==> src/pkg/ifec_cfg.svh <==
`ifndef IFEC_CFG_SVH
`define IFEC_CFG_SVH
// ----------------------------------------------------------------
// register indices
// ----------------------------------------------------------------
`define IFEC_IDX_EDGE 4'h0
`define IFEC_IDX_PIC0 4'h1
`define IFEC_IDX_PIC1 4'h2
`define IFEC_IDX_PIC2 4'h3
`define IFEC_IDX_PIC3 4'h4
`define IFEC_IDX_MFC0 4'h5
`define IFEC_IDX_MFC1 4'h6
`define IFEC_IDX_MFC2 4'h7
`define IFEC_IDX_MFC3 4'h8
// ----------------------------------------------------------------
// reset values and field positions
// ----------------------------------------------------------------
`define IFEC_RST_BYTE 8'h00
`define IFEC_EDGE_LO_MASK 8'h0f
// primary_int_ctrl_0 bit positions
`define IFEC_GIE_BIT 0
`define IFEC_P0_EN_BIT 1
`define IFEC_P1_EN_BIT 2
`define IFEC_P0_FLAG_BIT 4
`define IFEC_P1_FLAG_BIT 5
`define IFEC_PIC0_MASK 8'h7f
// primary_int_ctrl_1/2 multi-function pair positions
`define IFEC_MF0_EN_BIT 1
`define IFEC_MF0_FLAG_BIT 5
`define IFEC_MF1_EN_BIT 2
`define IFEC_MF1_FLAG_BIT 6
`define IFEC_MF2_EN_BIT 0
`define IFEC_MF2_FLAG_BIT 4
`define IFEC_MF3_EN_BIT 3
`define IFEC_MF3_FLAG_BIT 7
// primary_int_ctrl_3 positions (pins 2 and 3)
`define IFEC_P2_EN_BIT 0
`define IFEC_P3_EN_BIT 1
`define IFEC_P2_FLAG_BIT 4
`define IFEC_P3_FLAG_BIT 5
`define IFEC_PIC3_MASK 8'h33
// comparator, converter and time base pair positions
`define IFEC_CMP0_EN_BIT 3
`define IFEC_CMP0_FLAG_BIT 6
`define IFEC_CMP1_EN_BIT 0
`define IFEC_CMP1_FLAG_BIT 4
`define IFEC_ADC_EN_BIT 3
`define IFEC_ADC_FLAG_BIT 7
`define IFEC_TB0_EN_BIT 1
`define IFEC_TB0_FLAG_BIT 5
`define IFEC_TB1_EN_BIT 2
`define IFEC_TB1_FLAG_BIT 6
// multi-function register fields
`define IFEC_MFC_FLAGS 7:4
`define IFEC_MFC_ENS 3:0
// synchroniser fill marker after reset
`define IFEC_FILL_RST 3'h0
`define IFEC_FILL_DONE 2
// multi-function registers: flags in high nibble, enables in low
`define IFEC_MFC_MASK 8'hff
`endif

==> src/pkg/ifec_pkg.sv <==
package ifec_pkg;
	typedef logic [7:0] ifec_byte_type;
	typedef logic [3:0] ifec_addr_type;
	typedef enum logic [1:0] {
		ifec_edge_off,
		ifec_edge_rise,
		ifec_edge_fall,
		ifec_edge_both
	} ifec_edge_type;
endpackage

==> src/verilog/ifec_ctrl.sv <==
`timescale 1ns/1ps
`include "ifec_cfg.svh"
// Functional notes
// - edge register bits 1..0 pick pin 0 edge: off, rise, fall, both.
// - edge register bits 3..2 pick pin 1 edge, same encoding.
// - four-pin variant: bits 5..4 pick pin 2 edge, same encoding.
// - four-pin variant: bits 7..6 pick pin 3 edge, same encoding.
// - two-pin variant reads bits 7..4 as zero; edge fields reset zero.
// - hardware sets request flags on events; software sets enables.
// - every source has its own enable bit and request flag.
// - peripheral sources grouped in multi-function regs feeding one pair.
module ifec_ctrl #(
	parameter int FOUR_PINS = 1,
	parameter int MF_SRC = 4
) (
	clk,
	reset,
	reg_addr,
	reg_wr,
	reg_wdata,
	reg_rdata,
	ext_pin,
	cmp_evt,
	adc_evt,
	tbase_evt,
	mf_evt,
	irq_req
);
	import ifec_pkg::*;
	input wire logic clk;
	input wire logic reset;
	input wire ifec_pkg::ifec_addr_type reg_addr;
	input wire logic reg_wr;
	input wire ifec_pkg::ifec_byte_type reg_wdata;
	output ifec_pkg::ifec_byte_type reg_rdata;
	input wire logic [3:0] ext_pin;
	input wire logic [1:0] cmp_evt;
	input wire logic adc_evt;
	input wire logic [1:0] tbase_evt;
	input wire logic [4*MF_SRC-1:0] mf_evt;
	output logic irq_req;

	// ----------------------------------------------------------------
	// state
	// ----------------------------------------------------------------
	ifec_byte_type edge_ff, nxt_edge;
	ifec_byte_type pic_ff [4];
	ifec_byte_type nxt_pic [4];
	ifec_byte_type mfc_ff [4];
	ifec_byte_type nxt_mfc [4];
	logic [3:0] sync1_ff, sync2_ff, prev_ff;
	logic [2:0] fill_ff, nxt_fill;
	ifec_byte_type rdata_ff, nxt_rdata;
	logic irq_ff, nxt_irq;
	logic [3:0] pin_hit;
	logic [3:0] mf_any;
	logic [3:0] pin_en, pin_flag;

	// ----------------------------------------------------------------
	// pin edge detection
	// ----------------------------------------------------------------
	// edge detection per pin from the selected field
	always_comb begin
		for (int i = 0; i < 4; i++) begin
			case (ifec_edge_type'(edge_ff[2*i +: 2]))
				ifec_edge_rise: pin_hit[i] = sync2_ff[i] & ~prev_ff[i];
				ifec_edge_fall: pin_hit[i] = ~sync2_ff[i] & prev_ff[i];
				ifec_edge_both: pin_hit[i] = sync2_ff[i] ^ prev_ff[i];
				default: pin_hit[i] = 1'b0;
			endcase
		end
		// chain not yet filled after reset: a high pin is no edge
		if (!fill_ff[`IFEC_FILL_DONE]) pin_hit = 4'h0;
	end

	// fill marker, ones shift in behind the pin chain
	always_comb begin
		nxt_fill = {fill_ff[1:0], 1'b1};
	end

	// a multi-function group is pending when any enabled source flag is set
	always_comb begin
		for (int m = 0; m < 4; m++) begin
			mf_any[m] = |(mfc_ff[m][`IFEC_MFC_FLAGS] &
				mfc_ff[m][`IFEC_MFC_ENS]);
		end
	end

	// ----------------------------------------------------------------
	// register update
	// ----------------------------------------------------------------
	// next values of all control registers
	always_comb begin
		logic [3:0] mfs;
		mfs = 4'h0;
		nxt_edge = edge_ff;
		nxt_pic = pic_ff;
		nxt_mfc = mfc_ff;
		// software writes: enables and flags both writable
		if (reg_wr) begin
			case (reg_addr)
				`IFEC_IDX_EDGE: nxt_edge = (FOUR_PINS != 0) ? reg_wdata :
					(reg_wdata & `IFEC_EDGE_LO_MASK);
				`IFEC_IDX_PIC0: nxt_pic[0] = reg_wdata & `IFEC_PIC0_MASK;
				`IFEC_IDX_PIC1: nxt_pic[1] = reg_wdata;
				`IFEC_IDX_PIC2: nxt_pic[2] = reg_wdata;
				`IFEC_IDX_PIC3: nxt_pic[3] = (FOUR_PINS != 0) ?
					(reg_wdata & `IFEC_PIC3_MASK) : `IFEC_RST_BYTE;
				`IFEC_IDX_MFC0: nxt_mfc[0] = reg_wdata & `IFEC_MFC_MASK;
				`IFEC_IDX_MFC1: nxt_mfc[1] = reg_wdata & `IFEC_MFC_MASK;
				`IFEC_IDX_MFC2: nxt_mfc[2] = reg_wdata & `IFEC_MFC_MASK;
				`IFEC_IDX_MFC3: nxt_mfc[3] = reg_wdata & `IFEC_MFC_MASK;
				default: ;
			endcase
		end
		// hardware sets win over a same-cycle software clear
		for (int m = 0; m < 4; m++) begin
			mfs = mf_evt[4*m +: 4];
			nxt_mfc[m][`IFEC_MFC_FLAGS] = nxt_mfc[m][`IFEC_MFC_FLAGS] |
				mfs;
		end
		if (pin_hit[0]) nxt_pic[0][`IFEC_P0_FLAG_BIT] = 1'b1;
		if (pin_hit[1]) nxt_pic[0][`IFEC_P1_FLAG_BIT] = 1'b1;
		if (cmp_evt[0]) nxt_pic[0][`IFEC_CMP0_FLAG_BIT] = 1'b1;
		if (cmp_evt[1]) nxt_pic[1][`IFEC_CMP1_FLAG_BIT] = 1'b1;
		if (adc_evt) nxt_pic[1][`IFEC_ADC_FLAG_BIT] = 1'b1;
		if (tbase_evt[0]) nxt_pic[2][`IFEC_TB0_FLAG_BIT] = 1'b1;
		if (tbase_evt[1]) nxt_pic[2][`IFEC_TB1_FLAG_BIT] = 1'b1;
		if (mf_any[0]) nxt_pic[1][`IFEC_MF0_FLAG_BIT] = 1'b1;
		if (mf_any[1]) nxt_pic[1][`IFEC_MF1_FLAG_BIT] = 1'b1;
		if (mf_any[2]) nxt_pic[2][`IFEC_MF2_FLAG_BIT] = 1'b1;
		if (mf_any[3]) nxt_pic[2][`IFEC_MF3_FLAG_BIT] = 1'b1;
		if (FOUR_PINS != 0) begin
			if (pin_hit[2]) nxt_pic[3][`IFEC_P2_FLAG_BIT] = 1'b1;
			if (pin_hit[3]) nxt_pic[3][`IFEC_P3_FLAG_BIT] = 1'b1;
		end
	end

	// ----------------------------------------------------------------
	// request and read-back
	// ----------------------------------------------------------------
	// pin enables and flags gathered per pin
	always_comb begin
		pin_en = {pic_ff[3][`IFEC_P3_EN_BIT], pic_ff[3][`IFEC_P2_EN_BIT],
			pic_ff[0][`IFEC_P1_EN_BIT], pic_ff[0][`IFEC_P0_EN_BIT]};
		pin_flag = {pic_ff[3][`IFEC_P3_FLAG_BIT],
			pic_ff[3][`IFEC_P2_FLAG_BIT],
			pic_ff[0][`IFEC_P1_FLAG_BIT], pic_ff[0][`IFEC_P0_FLAG_BIT]};
	end

	// request to core: any flag with its enable, gated by global enable
	always_comb begin
		nxt_irq = pic_ff[0][`IFEC_GIE_BIT] & (
			(|(pin_en & pin_flag)) |
			(pic_ff[0][`IFEC_CMP0_EN_BIT] & pic_ff[0][`IFEC_CMP0_FLAG_BIT]) |
			(pic_ff[1][`IFEC_CMP1_EN_BIT] & pic_ff[1][`IFEC_CMP1_FLAG_BIT]) |
			(pic_ff[1][`IFEC_ADC_EN_BIT] & pic_ff[1][`IFEC_ADC_FLAG_BIT]) |
			(pic_ff[1][`IFEC_MF0_EN_BIT] & pic_ff[1][`IFEC_MF0_FLAG_BIT]) |
			(pic_ff[1][`IFEC_MF1_EN_BIT] & pic_ff[1][`IFEC_MF1_FLAG_BIT]) |
			(pic_ff[2][`IFEC_MF2_EN_BIT] & pic_ff[2][`IFEC_MF2_FLAG_BIT]) |
			(pic_ff[2][`IFEC_MF3_EN_BIT] & pic_ff[2][`IFEC_MF3_FLAG_BIT]) |
			(pic_ff[2][`IFEC_TB0_EN_BIT] & pic_ff[2][`IFEC_TB0_FLAG_BIT]) |
			(pic_ff[2][`IFEC_TB1_EN_BIT] & pic_ff[2][`IFEC_TB1_FLAG_BIT]));
	end

	// registered read data
	always_comb begin
		case (reg_addr)
			`IFEC_IDX_EDGE: nxt_rdata = edge_ff;
			`IFEC_IDX_PIC0: nxt_rdata = pic_ff[0];
			`IFEC_IDX_PIC1: nxt_rdata = pic_ff[1];
			`IFEC_IDX_PIC2: nxt_rdata = pic_ff[2];
			`IFEC_IDX_PIC3: nxt_rdata = pic_ff[3];
			`IFEC_IDX_MFC0: nxt_rdata = mfc_ff[0];
			`IFEC_IDX_MFC1: nxt_rdata = mfc_ff[1];
			`IFEC_IDX_MFC2: nxt_rdata = mfc_ff[2];
			`IFEC_IDX_MFC3: nxt_rdata = mfc_ff[3];
			default: nxt_rdata = `IFEC_RST_BYTE;
		endcase
	end

	// ----------------------------------------------------------------
	// flip-flops
	// ----------------------------------------------------------------
	// control registers
	always_ff @(posedge clk or posedge reset) begin
		if (reset) begin
			edge_ff <= `IFEC_RST_BYTE;
			for (int k = 0; k < 4; k++) begin
				pic_ff[k] <= `IFEC_RST_BYTE;
				mfc_ff[k] <= `IFEC_RST_BYTE;
			end
		end else begin
			edge_ff <= nxt_edge;
			pic_ff <= nxt_pic;
			mfc_ff <= nxt_mfc;
		end
	end

	// pin synchroniser, edge history and fill marker
	always_ff @(posedge clk or posedge reset) begin
		if (reset) begin
			sync1_ff <= 4'h0;
			sync2_ff <= 4'h0;
			prev_ff <= 4'h0;
			fill_ff <= `IFEC_FILL_RST;
		end else begin
			sync1_ff <= ext_pin;
			sync2_ff <= sync1_ff;
			prev_ff <= sync2_ff;
			fill_ff <= nxt_fill;
		end
	end

	// registered outputs
	always_ff @(posedge clk or posedge reset) begin
		if (reset) begin
			rdata_ff <= `IFEC_RST_BYTE;
			irq_ff <= 1'b0;
		end else begin
			rdata_ff <= nxt_rdata;
			irq_ff <= nxt_irq;
		end
	end

	assign reg_rdata = rdata_ff;
	assign irq_req = irq_ff;
endmodule

==> config.mk <==
export PLATFORM = sky130hd
export DESIGN_NAME = ifec_ctrl
export DESIGN_NICKNAME = d
export VERILOG_FILES = /design/src/pkg/ifec_pkg.sv /design/src/verilog/ifec_ctrl.sv
export VERILOG_INCLUDE_DIRS = /design/src /design/src/pkg
export SDC_FILE = /design/constraint.sdc
export NUM_CORES = 1
export LEC_CHECK = 0
export BUFFER_PORTS_ARGS = -buffer_cell sky130_fd_sc_hd__buf_2
export CORE_ASPECT_RATIO = 0.8
export CORE_MARGIN = 3
export CORE_UTILIZATION = 40
export DETAILED_ROUTE_END_ITERATION = 10
export PLACE_DENSITY_LB_ADDON = 0.1
export SYNTH_ARGS = -nofsm -noshare
export SYNTH_HDL_FRONTEND = slang
export SYNTH_SLANG_ARGS = --single-unit
==> constraint.sdc <==
create_clock -name clk -period 6.03 [get_ports clk]
set_clock_uncertainty 0.15 [all_clocks]
set_input_delay 1.206 -clock clk [delete_from_list [all_inputs] [get_ports clk]]
set_output_delay 1.206 -clock clk [all_outputs]
set_load 0.05 [all_outputs]
After elaboration in Yosys (flattened, before gate mapping)
Index checks and enable logic that the tools add are counted.
{"block": "word_totals", "output_inout_bits": 9, "register_bits": 91}
{"block": "op_classes", "n_reduce_logical": 54, "bitwise": 48, "eq_ne": 20, "n_mux": 29}
{"operator": "$pmux W8 S9", "count": 1}
{"operator": "$reduce_bool A2 Y1", "count": 26}
{"operator": "$mux W8", "count": 6}
{"operator": "$reduce_and A2 Y1", "count": 22}
{"operator": "$mux W32", "count": 1}
{"operator": "$mux W31", "count": 1}
{"operator": "$and A4 B4 Y4", "count": 5}
{"operator": "$reduce_or A4 Y1", "count": 5}
{"operator": "$and A1 B1 Y1", "count": 18}
{"operator": "$eq A2 B2 Y1 const B", "count": 8}
{"operator": "$eq A4 B3 Y1 const B", "count": 4}
{"operator": "$or A4 B4 Y4", "count": 4}
{"operator": "$mux W1", "count": 13}
{"operator": "$pmux W1 S3", "count": 4}
{"operator": "$or A1 B1 Y1", "count": 9}
{"operator": "$eq A2 B1 Y1 const B", "count": 4}
{"operator": "$eq A4 B2 Y1 const B", "count": 2}
{"operator": "$not A1 Y1", "count": 8}
{"operator": "$mux W7", "count": 1}
{"operator": "$mux W6", "count": 1}
{"operator": "$eq A4 B1 Y1 const B", "count": 1}
{"operator": "$eq A4 B4 Y1 const B", "count": 1}
{"operator": "$logic_not A4 Y1", "count": 1}
{"operator": "$mux W4", "count": 1}
{"operator": "$xor A1 B1 Y1", "count": 4}

Depth between registers and ports, before layout
Gate-level depths: netlist (run 1).
{"block": "logic_depth", "word_depth": 12, "depth_mapped": 6, "depth_no_buf": 6}

Least setup slack after synthesis (run 1)
No wires, ideal clock.
{"block": "synth_path", "path_kind": "input-to-reg", "from": "in reg_addr[1]", "to": "reg pic_ff[10] (netlist bit)", "arrival_time_ps": 2421, "setup_time_ps": 125, "cell_stages": 4, "required_time_ps": 5755, "path_slack_ps": 3334, "cell_sequence": "buf_2 nand2_2 nor4b_4 mux2_2"}
{"block": "synth_between", "elab_chain_cells": 2}
{"element": "start, declared", "line_no": "ifec_ctrl.sv:32", "rtl": "input wire ifec_pkg::ifec_addr_type reg_addr;"}
{"element": "$eq A4 B2 Y1", "line_no": "ifec_ctrl.sv:101", "rtl": "case (reg_addr)"}
{"element": "$reduce_and A2 Y1 (no source line)"}
{"element": "end signal, assigned by index", "line_no": "ifec_ctrl.sv:190", "rtl": "pic_ff[k] <= `IFEC_RST_BYTE;"}
{"element": "end signal, assigned", "line_no": "ifec_ctrl.sv:195", "rtl": "pic_ff <= nxt_pic;"}
{"element": "end, declared", "line_no": "ifec_ctrl.sv:47", "rtl": "ifec_byte_type pic_ff [4];"}
Every way passes these cells.
A chain may end at the register's enable or synchronous reset.

Worst setup path in the final report (run 1)
{"block": "layout_path", "from": "in reg_addr[2]", "to": "reg mfc_ff[26] (netlist bit)"}
{"block": "layout_between", "elab_chain_cells": 2}
{"element": "$eq A4 B3 Y1", "line_no": "ifec_ctrl.sv:101"}
{"element": "$reduce_and A2 Y1 (no source line)"}
{"element": "end signal, assigned by index", "line_no": "ifec_ctrl.sv:191", "rtl": "mfc_ff[k] <= `IFEC_RST_BYTE;"}
{"element": "end signal, assigned", "line_no": "ifec_ctrl.sv:196", "rtl": "mfc_ff <= nxt_mfc;"}
{"element": "end, declared", "line_no": "ifec_ctrl.sv:49", "rtl": "ifec_byte_type mfc_ff [4];"}
Every way passes these cells.

==> metrics.yaml, run 1 <==
status:
  outcome: "complete, no violations"
synthesis:
  synth_top_cell_area_share: 0.532
  synth_cell_types: 44
  synth_edf_count: 0
  yosysWarnings: 0
  syn_nets: 411
  yosys.area.top_type: "dfrtp_1"
  synthTopCellsByCount: "dfrtp_1, mux2_2, nand2_1, inv_1, mux2i_1"
  syn_area_um2: 4280
  syn-mean-instance-area_um2: 11.8
  synth.ff_latch_count: 91
  synthArstFlopShare: 1.00
  ys_seq_area_frac: 0.532
  synthTopCellsByArea: "dfrtp_1, mux2_2, mux2i_1"
  synthFlopType: "dfrtp_1"
  netlist_instances: 363
  yosysMostFrequentCell: "dfrtp_1"
grt:
  met1_usage: 0.317
  use_met3: 0.0430
  use_met2: 0.272
  grt.busiest_layer: "met1"
  grt_max_degree: 49
  antenna_found_initial: 0
  grt.overflow.total: 0
  grt_pass1_wl_um: 18000
  first_global_vias: 3098
  grt_use_total: 0.200
routing:
  num_vias: 3054
  dr.pass1.iters: 5
  wl_um: 11300
  drt_iter0_markers: 276
  via_per_inst: 5.52
  postRouteAntennaNets: 0
  wl_per_cell_um: 20.5
  route.detailed.drc: 0
clocking:
  clk-insertion-delay-late_ns: 0.34
  cts_sinks: 91
  cts_tree: "yes"
  ctsHoldBuffers: 0
  cts_resized: 0
  cts_buffers: 9
  clockBufferDepth: 2
  htreeDepth: 3
  clk_pin_slew_worst_paths_ns: 0.06
  cts-root-buf: "clkbuf_16"
  post-cts-setup-buffers: 0
worst_setup_path:
  timing.rr.end: "reg_rdata[2]$_DFF_PP0_"
  cp_cell_sequence: "buf_2 > nand3b_1 > nor3b_1 > buf_4 > mux2_2"
  cp_top_family: "simple AND/OR/NAND/NOR gates"
  slowest_delay_ns: 0.54
  rrSetupSlack_ns: 4.37
  arrival_ns: 3.14
  cp-start-kind: "input port"
  worst-r2r-cell-count: 4
  critPathBufInv: 2
  critPathLaunch: "reg_addr[2]"
  cp_slowest_cell: "buf_2"
  worstSetupPathType: "input port to flip-flop"
  cp_data_required_time_ns: 6.11
  critPathMaxFanout: 32
  r2r-start: "mfc_ff[18]$_DFFE_PP0P_"
  cp-end-kind: "flip-flop"
  critPathCapture: "mfc_ff[26]$_DFFE_PP0P_"
  path_depth: 5
timing:
  rsz0062_at_grt: "no"
  fin_tns_setup_ns: 0
  finalCritPeriodShare: 0.509
  tightest_slew_ns: 0.764
  max_freq_mhz: 326
  worst_slack_ns: 2.96
  setup_violations: 0
  final.min_clock_period_ns: 3.07
  hold_viol: 0
  max-slew-margin-rel: 0.490
  slew_violations: 0
die:
  die-width_um: 122
  start_util: 0.415
  core_um2: 10300
  fp.dieArea_um2: 12000
  rows: 33
  die_h_um: 98.5
  ios: 49
power:
  power_leakage_nw: 2.12
  power_density_nw_per_um2: 327
  clockPowerShare: 0.363
  p_total_mw: 1.62
  p_seq_frac: 0.475
  peakVddDrop_mv: 0.158
  switching_power_uw: 442
  p_comb_frac: 0.162
  p_int_mw: 1.17
  sw_frac_of_total: 0.274
place:
  port_buffers: 48
  post_dp_cell_area_um2: 4640
  dp_hpwl_um: 8240
  post-place-ws_ns: 2.66
  gp_congestion: 0.845
cells_and_area:
  diodes: 0
  nets: 456
  final_area_um2: 4950
  syn_to_final_growth_pct: 15.6
  layout-drive-gt1-share: 0.283
job:
  cap_viol_max_count: 0
min_path:
  hp-class: "flip-flop to flip-flop"
worst min-delay path by stage:
stage	slack, ns	end	start	depth (start not counted)
after floorplan	0.18	fill_ff[1]$_DFF_PP0_	fill_ff[0]$_DFF_PP0_	0
after detailed placement	0.19	sync2_ff[0]$_DFF_PP0_	sync1_ff[0]$_DFF_PP0_	0
after CTS	0.20	sync2_ff[2]$_DFF_PP0_	sync1_ff[2]$_DFF_PP0_	0
after global routing	0.20	sync2_ff[2]$_DFF_PP0_	sync1_ff[2]$_DFF_PP0_	0
final	0.20	sync2_ff[2]$_DFF_PP0_	sync1_ff[2]$_DFF_PP0_	0
after global placement	0.18	fill_ff[1]$_DFF_PP0_	fill_ff[0]$_DFF_PP0_	0
registers in the layout (all words and copies together), names as in the netlist:
signal     flops
mfc_ff        32
pic_ff        27
edge_ff        8
reg_rdata      8
prev_ff        4
sync1_ff       4
sync2_ff       4
fill_ff        3
irq_req        1
layer usage:
layer  wire [um]  vias up  share of wire
li1            -     1418              -
met3         579       19          0.051
met2        4700       97           0.42
met1        5840     1520           0.52
met5           0        -              0
met4         202        0          0.018
cell type report:
type / count / area [um2]
Multi-Input combinational cell: 237 / 1860
Timing Repair Buffer: 50 / 255
Fill cell: 973 / 5370
Tap cell: 140 / 175
Sequential cell: 91 / 2280
Clock buffer: 11 / 233
Clock inverter: 5 / 77.6
Inverter: 19 / 72.6
through the flow:
| stage | std cells | utilization | hold WS (ns) |
|---|---|---|---|
| floorplan | 363 | - | 0.181 |
| global placement | 537 | 0.449 | 0.183 |
| detailed placement | 537 | 0.449 | 0.188 |
| CTS | 553 | 0.479 | 0.202 |
| global route | 553 | 0.479 | 0.202 |
| finish | 553 | 0.479 | 0.198 |
cells in the final DEF, fill, tap and decap left out, drive strengths merged, types with 2 or more instances in the layout:
master	synthesis	routed
a211o	14	14
a21oi	10	10
a221oi	3	3
a222oi	2	2
a22oi	16	16
a31oi	5	5
buf	11	50
bufinv	0	2
clkbuf	5	11
clkinv	0	3
dfrtp	91	91
ha	8	8
inv	19	18
mux2	44	44
mux2i	19	19
mux4	2	2
nand2	22	22
nand2b	3	3
nand3	12	12
nand3b	12	12
nand4b	2	2
nor2	17	17
nor2b	8	8
nor3	3	3
nor3b	3	3
nor4	2	2
nor4b	2	2
o21ai	17	17
kinds of logic (layout without fill, tap and decap cells):
kind of cell / count (synthesis) / count (layout) / synth area share
compound gates: 75 / 75 / 0.122
fa+ha+maj: 8 / 8 / 0.0234
buf+inv: 35 / 85 / 0.0342
flops: 91 / 91 / 0.532
mux: 65 / 65 / 0.171
other cells: 1 / 1 / 0.000876
simple gates: 88 / 88 / 0.117
power by group through the flow:
stage          clock network [mW]  logic (mW)  registers (mW)
2_1_floorplan                   0       0.163           0.777
3_3_place_gp                    0       0.258           0.777
3_5_place_dp                    0       0.263           0.777
4_1_cts                     0.604       0.263           0.766
5_1_grt                     0.628       0.287           0.777
6_report                    0.587       0.262           0.767
(Power assumes the default switching activity.)
==> run 2, diff against run 1 <==
clock period = 2.5 ns   (was 6.03 ns; I/O delays follow)
==> run 2 against run 1 <==
Utilization is 1.5 points higher. First-iteration DRC count grew 21%. Setup slack worse by 2.4 ns. Clock-buffer cell count decreased by 2. Critical path depth down 1. Worst hold slack lost 0.16 ns. Wire length grew 9.7%. Non-clock buffer count up 16. Power rose by 140%. Combinational power rose to 2.5 times the previous value. Register-to-register slack lost 3.5 ns. Via count rose by 3.3%. Largest cell class unchanged.
==> metrics.yaml, run 2 (synthesis gave the netlist of run 1 again) <==
clocking:
  clockBufferDepth: 2  # unchanged
  cts_sinks: 91  # unchanged
  ctsHoldBuffers: 0  # unchanged
  clk_pin_slew_worst_paths_ns: 0.06  # about the same
  htreeDepth: 3  # unchanged
  clk-insertion-delay-late_ns: 0.34  # about the same
  cts-root-buf: "clkbuf_16"
  post-cts-setup-buffers: 0  # unchanged
  cts_tree: "yes"
  cts_resized: 0  # unchanged
  cts_buffers: 9  # unchanged
grt:
  grt.overflow.total: 0  # unchanged
  grt_use_total: 0.219  # +0.0194
  grt_max_degree: 34  # -31%
  antenna_found_initial: 0  # unchanged
  grt_pass1_wl_um: 19400  # +7.7%
  first_global_vias: 3179  # +2.6%
worst_setup_path:
  arrival_ns: 2.01  # -1.13 ns
  cp-start-kind: "input port"
  cp_data_required_time_ns: 2.58  # -3.53 ns
  cp_slowest_cell: "nor4_2"
  critPathMaxFanout: 16  # -50%
  cp_cell_sequence: "buf_2 > nor4_2 > nand2_1 > mux2_2"
  slowest_delay_ns: 0.54  # about the same
  cp-end-kind: "flip-flop"
  worstSetupPathType: "input port to flip-flop"
timing:
  max-slew-margin-rel: 0.647  # +0.156
  fin_tns_setup_ns: 0  # unchanged
  finalCritPeriodShare: 0.771
  tightest_slew_ns: 0.527  # -0.238 ns
  hold_viol: 0  # unchanged
  hold_ws_ns: 0.0406  # -0.157 ns
  rsz0062_at_grt: "no"
  worst_slack_ns: 0.572  # -2.39 ns
  slew_violations: 0  # unchanged
  max_freq_mhz: 519
  setup_violations: 0  # unchanged
  final.min_clock_period_ns: 1.93
power:
  power_leakage_nw: 2.21  # +4.2%
  peakVddDrop_mv: 0.432  # +170%
  power_density_nw_per_um2: 775  # +140%
place:
  gp_congestion: 0.897  # +6.1%
  port_buffers: 48  # unchanged
  post-place-ws_ns: 0.213  # -2.44 ns
  dp_hpwl_um: 9310  # +13%
cells_and_area:
  final_common_cell: "dfrtp_1"
  reg_top3: "mfc_ff (32), pic_ff (27)"
  largest_reg_flops: 32  # unchanged
  layout-drive-gt1-share: 0.315  # +0.0314
  nets: 472  # +3.5%
  final_cell_mix: "dfrtp_1, buf_2, mux2_2, nand2_1, mux2i_1"
  syn_to_final_growth_pct: 19.2
  diodes: 0  # unchanged
  largest_register: "mfc_ff"
routing:
  route.detailed.drc: 0  # unchanged
  num_vias: 3154  # +3.3%
  wl_per_cell_um: 21.8  # +6.6%
  via_per_inst: 5.54  # +0.37%
  wl_um: 12400  # +9.7%
  drt_iter0_markers: 333  # +21%
  route.met2.wl_um: 5290  # +12%
  postRouteAntennaNets: 0  # unchanged
  drt-met1-wl_um: 6260  # +7.1%
  wl_met3_um: 718  # +24%
  dr.pass1.iters: 6  # +1
  top_layer_used: "met4"
min_path:
  hp-class: "input port to async pin"
status:
  outcome: "complete, no violations"
die:
  ios: 49  # unchanged
  die-width_um: 122  # unchanged
  rows: 33  # unchanged
  fp.dieArea_um2: 12000  # unchanged
  start_util: 0.415  # unchanged
  die_h_um: 98.5  # unchanged
  core_um2: 10300  # unchanged
job:
  cap_viol_max_count: 0  # unchanged
-- run 2: cell type report --
cell class	count	area (um2)
multi-input cells	237	1860
inverters	19	75.1
fillers	956	5220
clock inverters	7	91.3
flip-flops and latches	91	2280
clock buffers	9	225
well taps	140	175
repair buffers	66	400
-- run 2: worst paths after layout --
check	startpoint	end	slack [ns]	cells after the start
min in group clk	ext_pin[1]	sync1_ff[1]$_DFF_PP0_	0.11	1
setup reg to reg	mfc_ff[10]$_DFFE_PP0P_	reg_rdata[2]$_DFF_PP0_	0.89	4
hold / removal	reset	prev_ff[2]$_DFF_PP0_	0.04	2
setup / recovery	reg_addr[1]	edge_ff[2]$_DFFE_PP0P_	0.57	4
hold reg to reg	sync1_ff[2]$_DFF_PP0_	sync2_ff[2]$_DFF_PP0_	0.20	0
max in group asynchronous	reset	mfc_ff[8]$_DFFE_PP0P_	1.55	3
-- run 2: power by group --
part           internal (mW)  switching [mW]  total [mW]
registers               1.67           0.188        1.86
logic                  0.305           0.356       0.661
clock network          0.873           0.562        1.44
-- run 2: metrics by stage --
step	power [mW]	instances	cell area, um2	util
finish	3.96	569	5100	0.494
global route	4.16	569	5100	0.494
detailed placement	2.54	553	4790	0.464
CTS	3.99	569	5100	0.494
floorplan	2.27	363	4290	-
global placement	2.53	553	4790	0.464
-- run 2: routing by layer --
layer	vias up	GRT usage
li1	1451	-
met1	1594	0.330
met2	94	0.310
met3	15	0.0608
met4	0	0.0612
met5	-	0
-- run 2: worst max-delay path: cells and delay by family --
family	cells	cell delay (ns)
simple gates	2	0.90
mux	1	0.37
buf+inv	1	0.24
==> run 3, diff against run 2 <==
clock period = 1.6 ns   (was 2.5 ns; I/O delays follow)
==> run 3 against run 2 <==
Sequential power grew 57%. Sequential share of layout area shrank 2.5 points. Global-route usage grew 0.32 points. Utilization grew 3.0 points. Wire length grew 2.0%. Power grew 55%. Cell count grew 4.9%. Critical endpoint is now reg_rdata[0]$_DFF_PP0_.
==> metrics.yaml, run 3 (synthesis gave the netlist of run 1 again) <==
status:
  outcome: "complete, no violations"
power:
  power_density_nw_per_um2: 1130  # +46%
  p_total_mw: 6.12  # +55%
  peakVddDrop_mv: 0.521  # +21%
  power_leakage_nw: 2.37  # +7.5%
worst_setup_path:
  cp-start-kind: "flip-flop"
  worst-r2r-cell-count: 3  # -1
  r2r-start: "edge_ff[0]$_DFFE_PP0P_"
  rrSetupSlack_ns: 0.06  # -0.83 ns
  cp-end-kind: "flip-flop"
  cp_data_required_time_ns: 1.65  # -0.93 ns
  timing.rr.end: "reg_rdata[0]$_DFF_PP0_"
  worstSetupPathType: "flip-flop to flip-flop"
  critPathMaxFanout: 4  # -12
  arrival_ns: 1.59  # -0.42 ns
clocking:
  cts_buffers: 9  # unchanged
  cts_tree: "yes"
  cts-root-buf: "clkbuf_16"
  clk_pin_slew_worst_paths_ns: 0.06  # about the same
  post-cts-setup-buffers: 0  # unchanged
  cts_sinks: 91  # unchanged
  clockBufferDepth: 2  # unchanged
  htreeDepth: 3  # unchanged
  clk-insertion-delay-late_ns: 0.34  # about the same
die:
  ios: 49  # unchanged
  die-width_um: 122  # unchanged
  core_um2: 10300  # unchanged
  rows: 33  # unchanged
  fp.dieArea_um2: 12000  # unchanged
  start_util: 0.415  # unchanged
  die_h_um: 98.5  # unchanged
cells_and_area:
  final_area_um2: 5410  # +6.1%
  post-route-util: 0.524  # +0.0299
  diodes: 0  # unchanged
  reg_top3: "mfc_ff (32), pic_ff (27)"
  final_common_cell: "dfrtp_1"
  seqCellArea_um2: 2280  # about the same
  largest_reg_flops: 32  # unchanged
  final_cell_mix: "dfrtp_1, buf_2, mux2_2, buf_4, nand2_1"
  largest_register: "mfc_ff"
  nets: 503  # +6.6%
  multi_input_area_um2: 1910  # +2.6%
  layout-drive-gt1-share: 0.352  # +0.0376
  final_cells: 597  # +4.9%
  nFillCells: 965  # +0.94%
  syn_to_final_growth_pct: 26.4
place:
  gp_congestion: 0.881  # -1.7%
  post_dp_cell_area_um2: 5060  # +5.6%
  dp_cells: 579  # +4.7%
  post-place-ws_ns: -0.246  # -0.459 ns
  dp_hpwl_um: 9460  # +1.7%
  port_buffers: 48  # unchanged
timing:
  fin_tns_setup_ns: 0  # unchanged
  hold_ws_ns: 0.0166  # -0.0239 ns
  final.min_clock_period_ns: 1.54
  finalCritPeriodShare: 0.964
  setup_violations: 0  # unchanged
  rsz0062_at_grt: "no"
  slew_violations: 0  # unchanged
  worst_slack_ns: 0.0584  # -0.513 ns
  hold_viol: 0  # unchanged
  max_freq_mhz: 649
grt:
  grt_pass1_wl_um: 19600  # +1.1%
  grt.overflow.total: 0  # unchanged
  grt_max_degree: 92  # +170%
  antenna_found_initial: 0  # unchanged
  grt_use_total: 0.222  # +0.00317
  first_global_vias: 3303  # +3.9%
routing:
  postRouteAntennaNets: 0  # unchanged
  route.met2.wl_um: 5620  # +6.4%
  wl_met3_um: 595  # -17%
  wl_per_cell_um: 21.2  # -2.8%
  drt-met1-wl_um: 6300  # +0.66%
  top_layer_used: "met4"
  dr.pass1.iters: 4  # -2
  route.detailed.drc: 0  # unchanged
  via_per_inst: 5.49  # -1.0%
  drt_iter0_markers: 224  # -33%
  num_vias: 3275  # +3.8%
  wl_um: 12700  # +2.0%
min_path:
  min_to: "mfc_ff[29]$_DFF_PP0_"
  worstHoldStart: "mf_evt[1]"
  whs_path_depth: 2
  hp-class: "input port to flip-flop"
job:
  cap_viol_max_count: 0  # unchanged
run 3: cell types whose count changed in the layout (fill, tap and decap cells not counted), moves of 2 or more:
cell / delta
buf_4: +23
dlygate4sd3_1: +5
mux2_2: -5
mux2_4: +5
buf_12: +3
clkinv_2: -3
clkbuf_8: +2
run 3: area by class of cell:
type,instances,area share
repair buffers,97,0.127
clock inverters,2,0.00694
well taps,140,0.0324
clock buffers,11,0.0467
multi-input cells,237,0.352
flip-flops and latches,91,0.421
inverters,19,0.0139
run 3: critical path, cell delays in order (launching register included):
cell     delay [ns]
dfrtp_2        0.44
mux4_2         0.49
mux2i_2        0.20
o21ai_0        0.13
run 3: report_power, final:
group          leakage, nW  internal [mW]  switching, mW
Clock                0.140           1.27          0.820
Combinational         1.21          0.545          0.572
Sequential            1.02           2.61          0.306
run 3: layer usage:
layer	track usage	up-vias
met1	0.333	1667
li1	-	1513
met5	0	-
met3	0.0459	17
met2	0.330	78
met4	0.0586	0
run 3: worst max path at each step:
stage                                 startpoint                     end  slack (ns)  cells past startpoint
after floorplan                      reg_addr[3]  mfc_ff[24]$_DFFE_PP0P_       -0.12                      5
after global placement               reg_addr[3]  mfc_ff[24]$_DFFE_PP0P_       -0.26                      5
after detailed placement             reg_addr[3]  mfc_ff[26]$_DFFE_PP0P_       -0.25                      5
after CTS                  pic_ff[8]$_DFFE_PP0P_  reg_rdata[0]$_DFF_PP0_        0.04                      3
after global routing      edge_ff[0]$_DFFE_PP0P_  reg_rdata[0]$_DFF_PP0_        0.01                      3
final                     edge_ff[0]$_DFFE_PP0P_  reg_rdata[0]$_DFF_PP0_        0.06                      3
run 3: repair_timing:
action / in CTS / in global routing
hold buffers: 5 / 0
hold endpoints to repair: 84 / 0
endpoints found under the setup margin: 0 / 3
gates resized for setup: 0 / 4
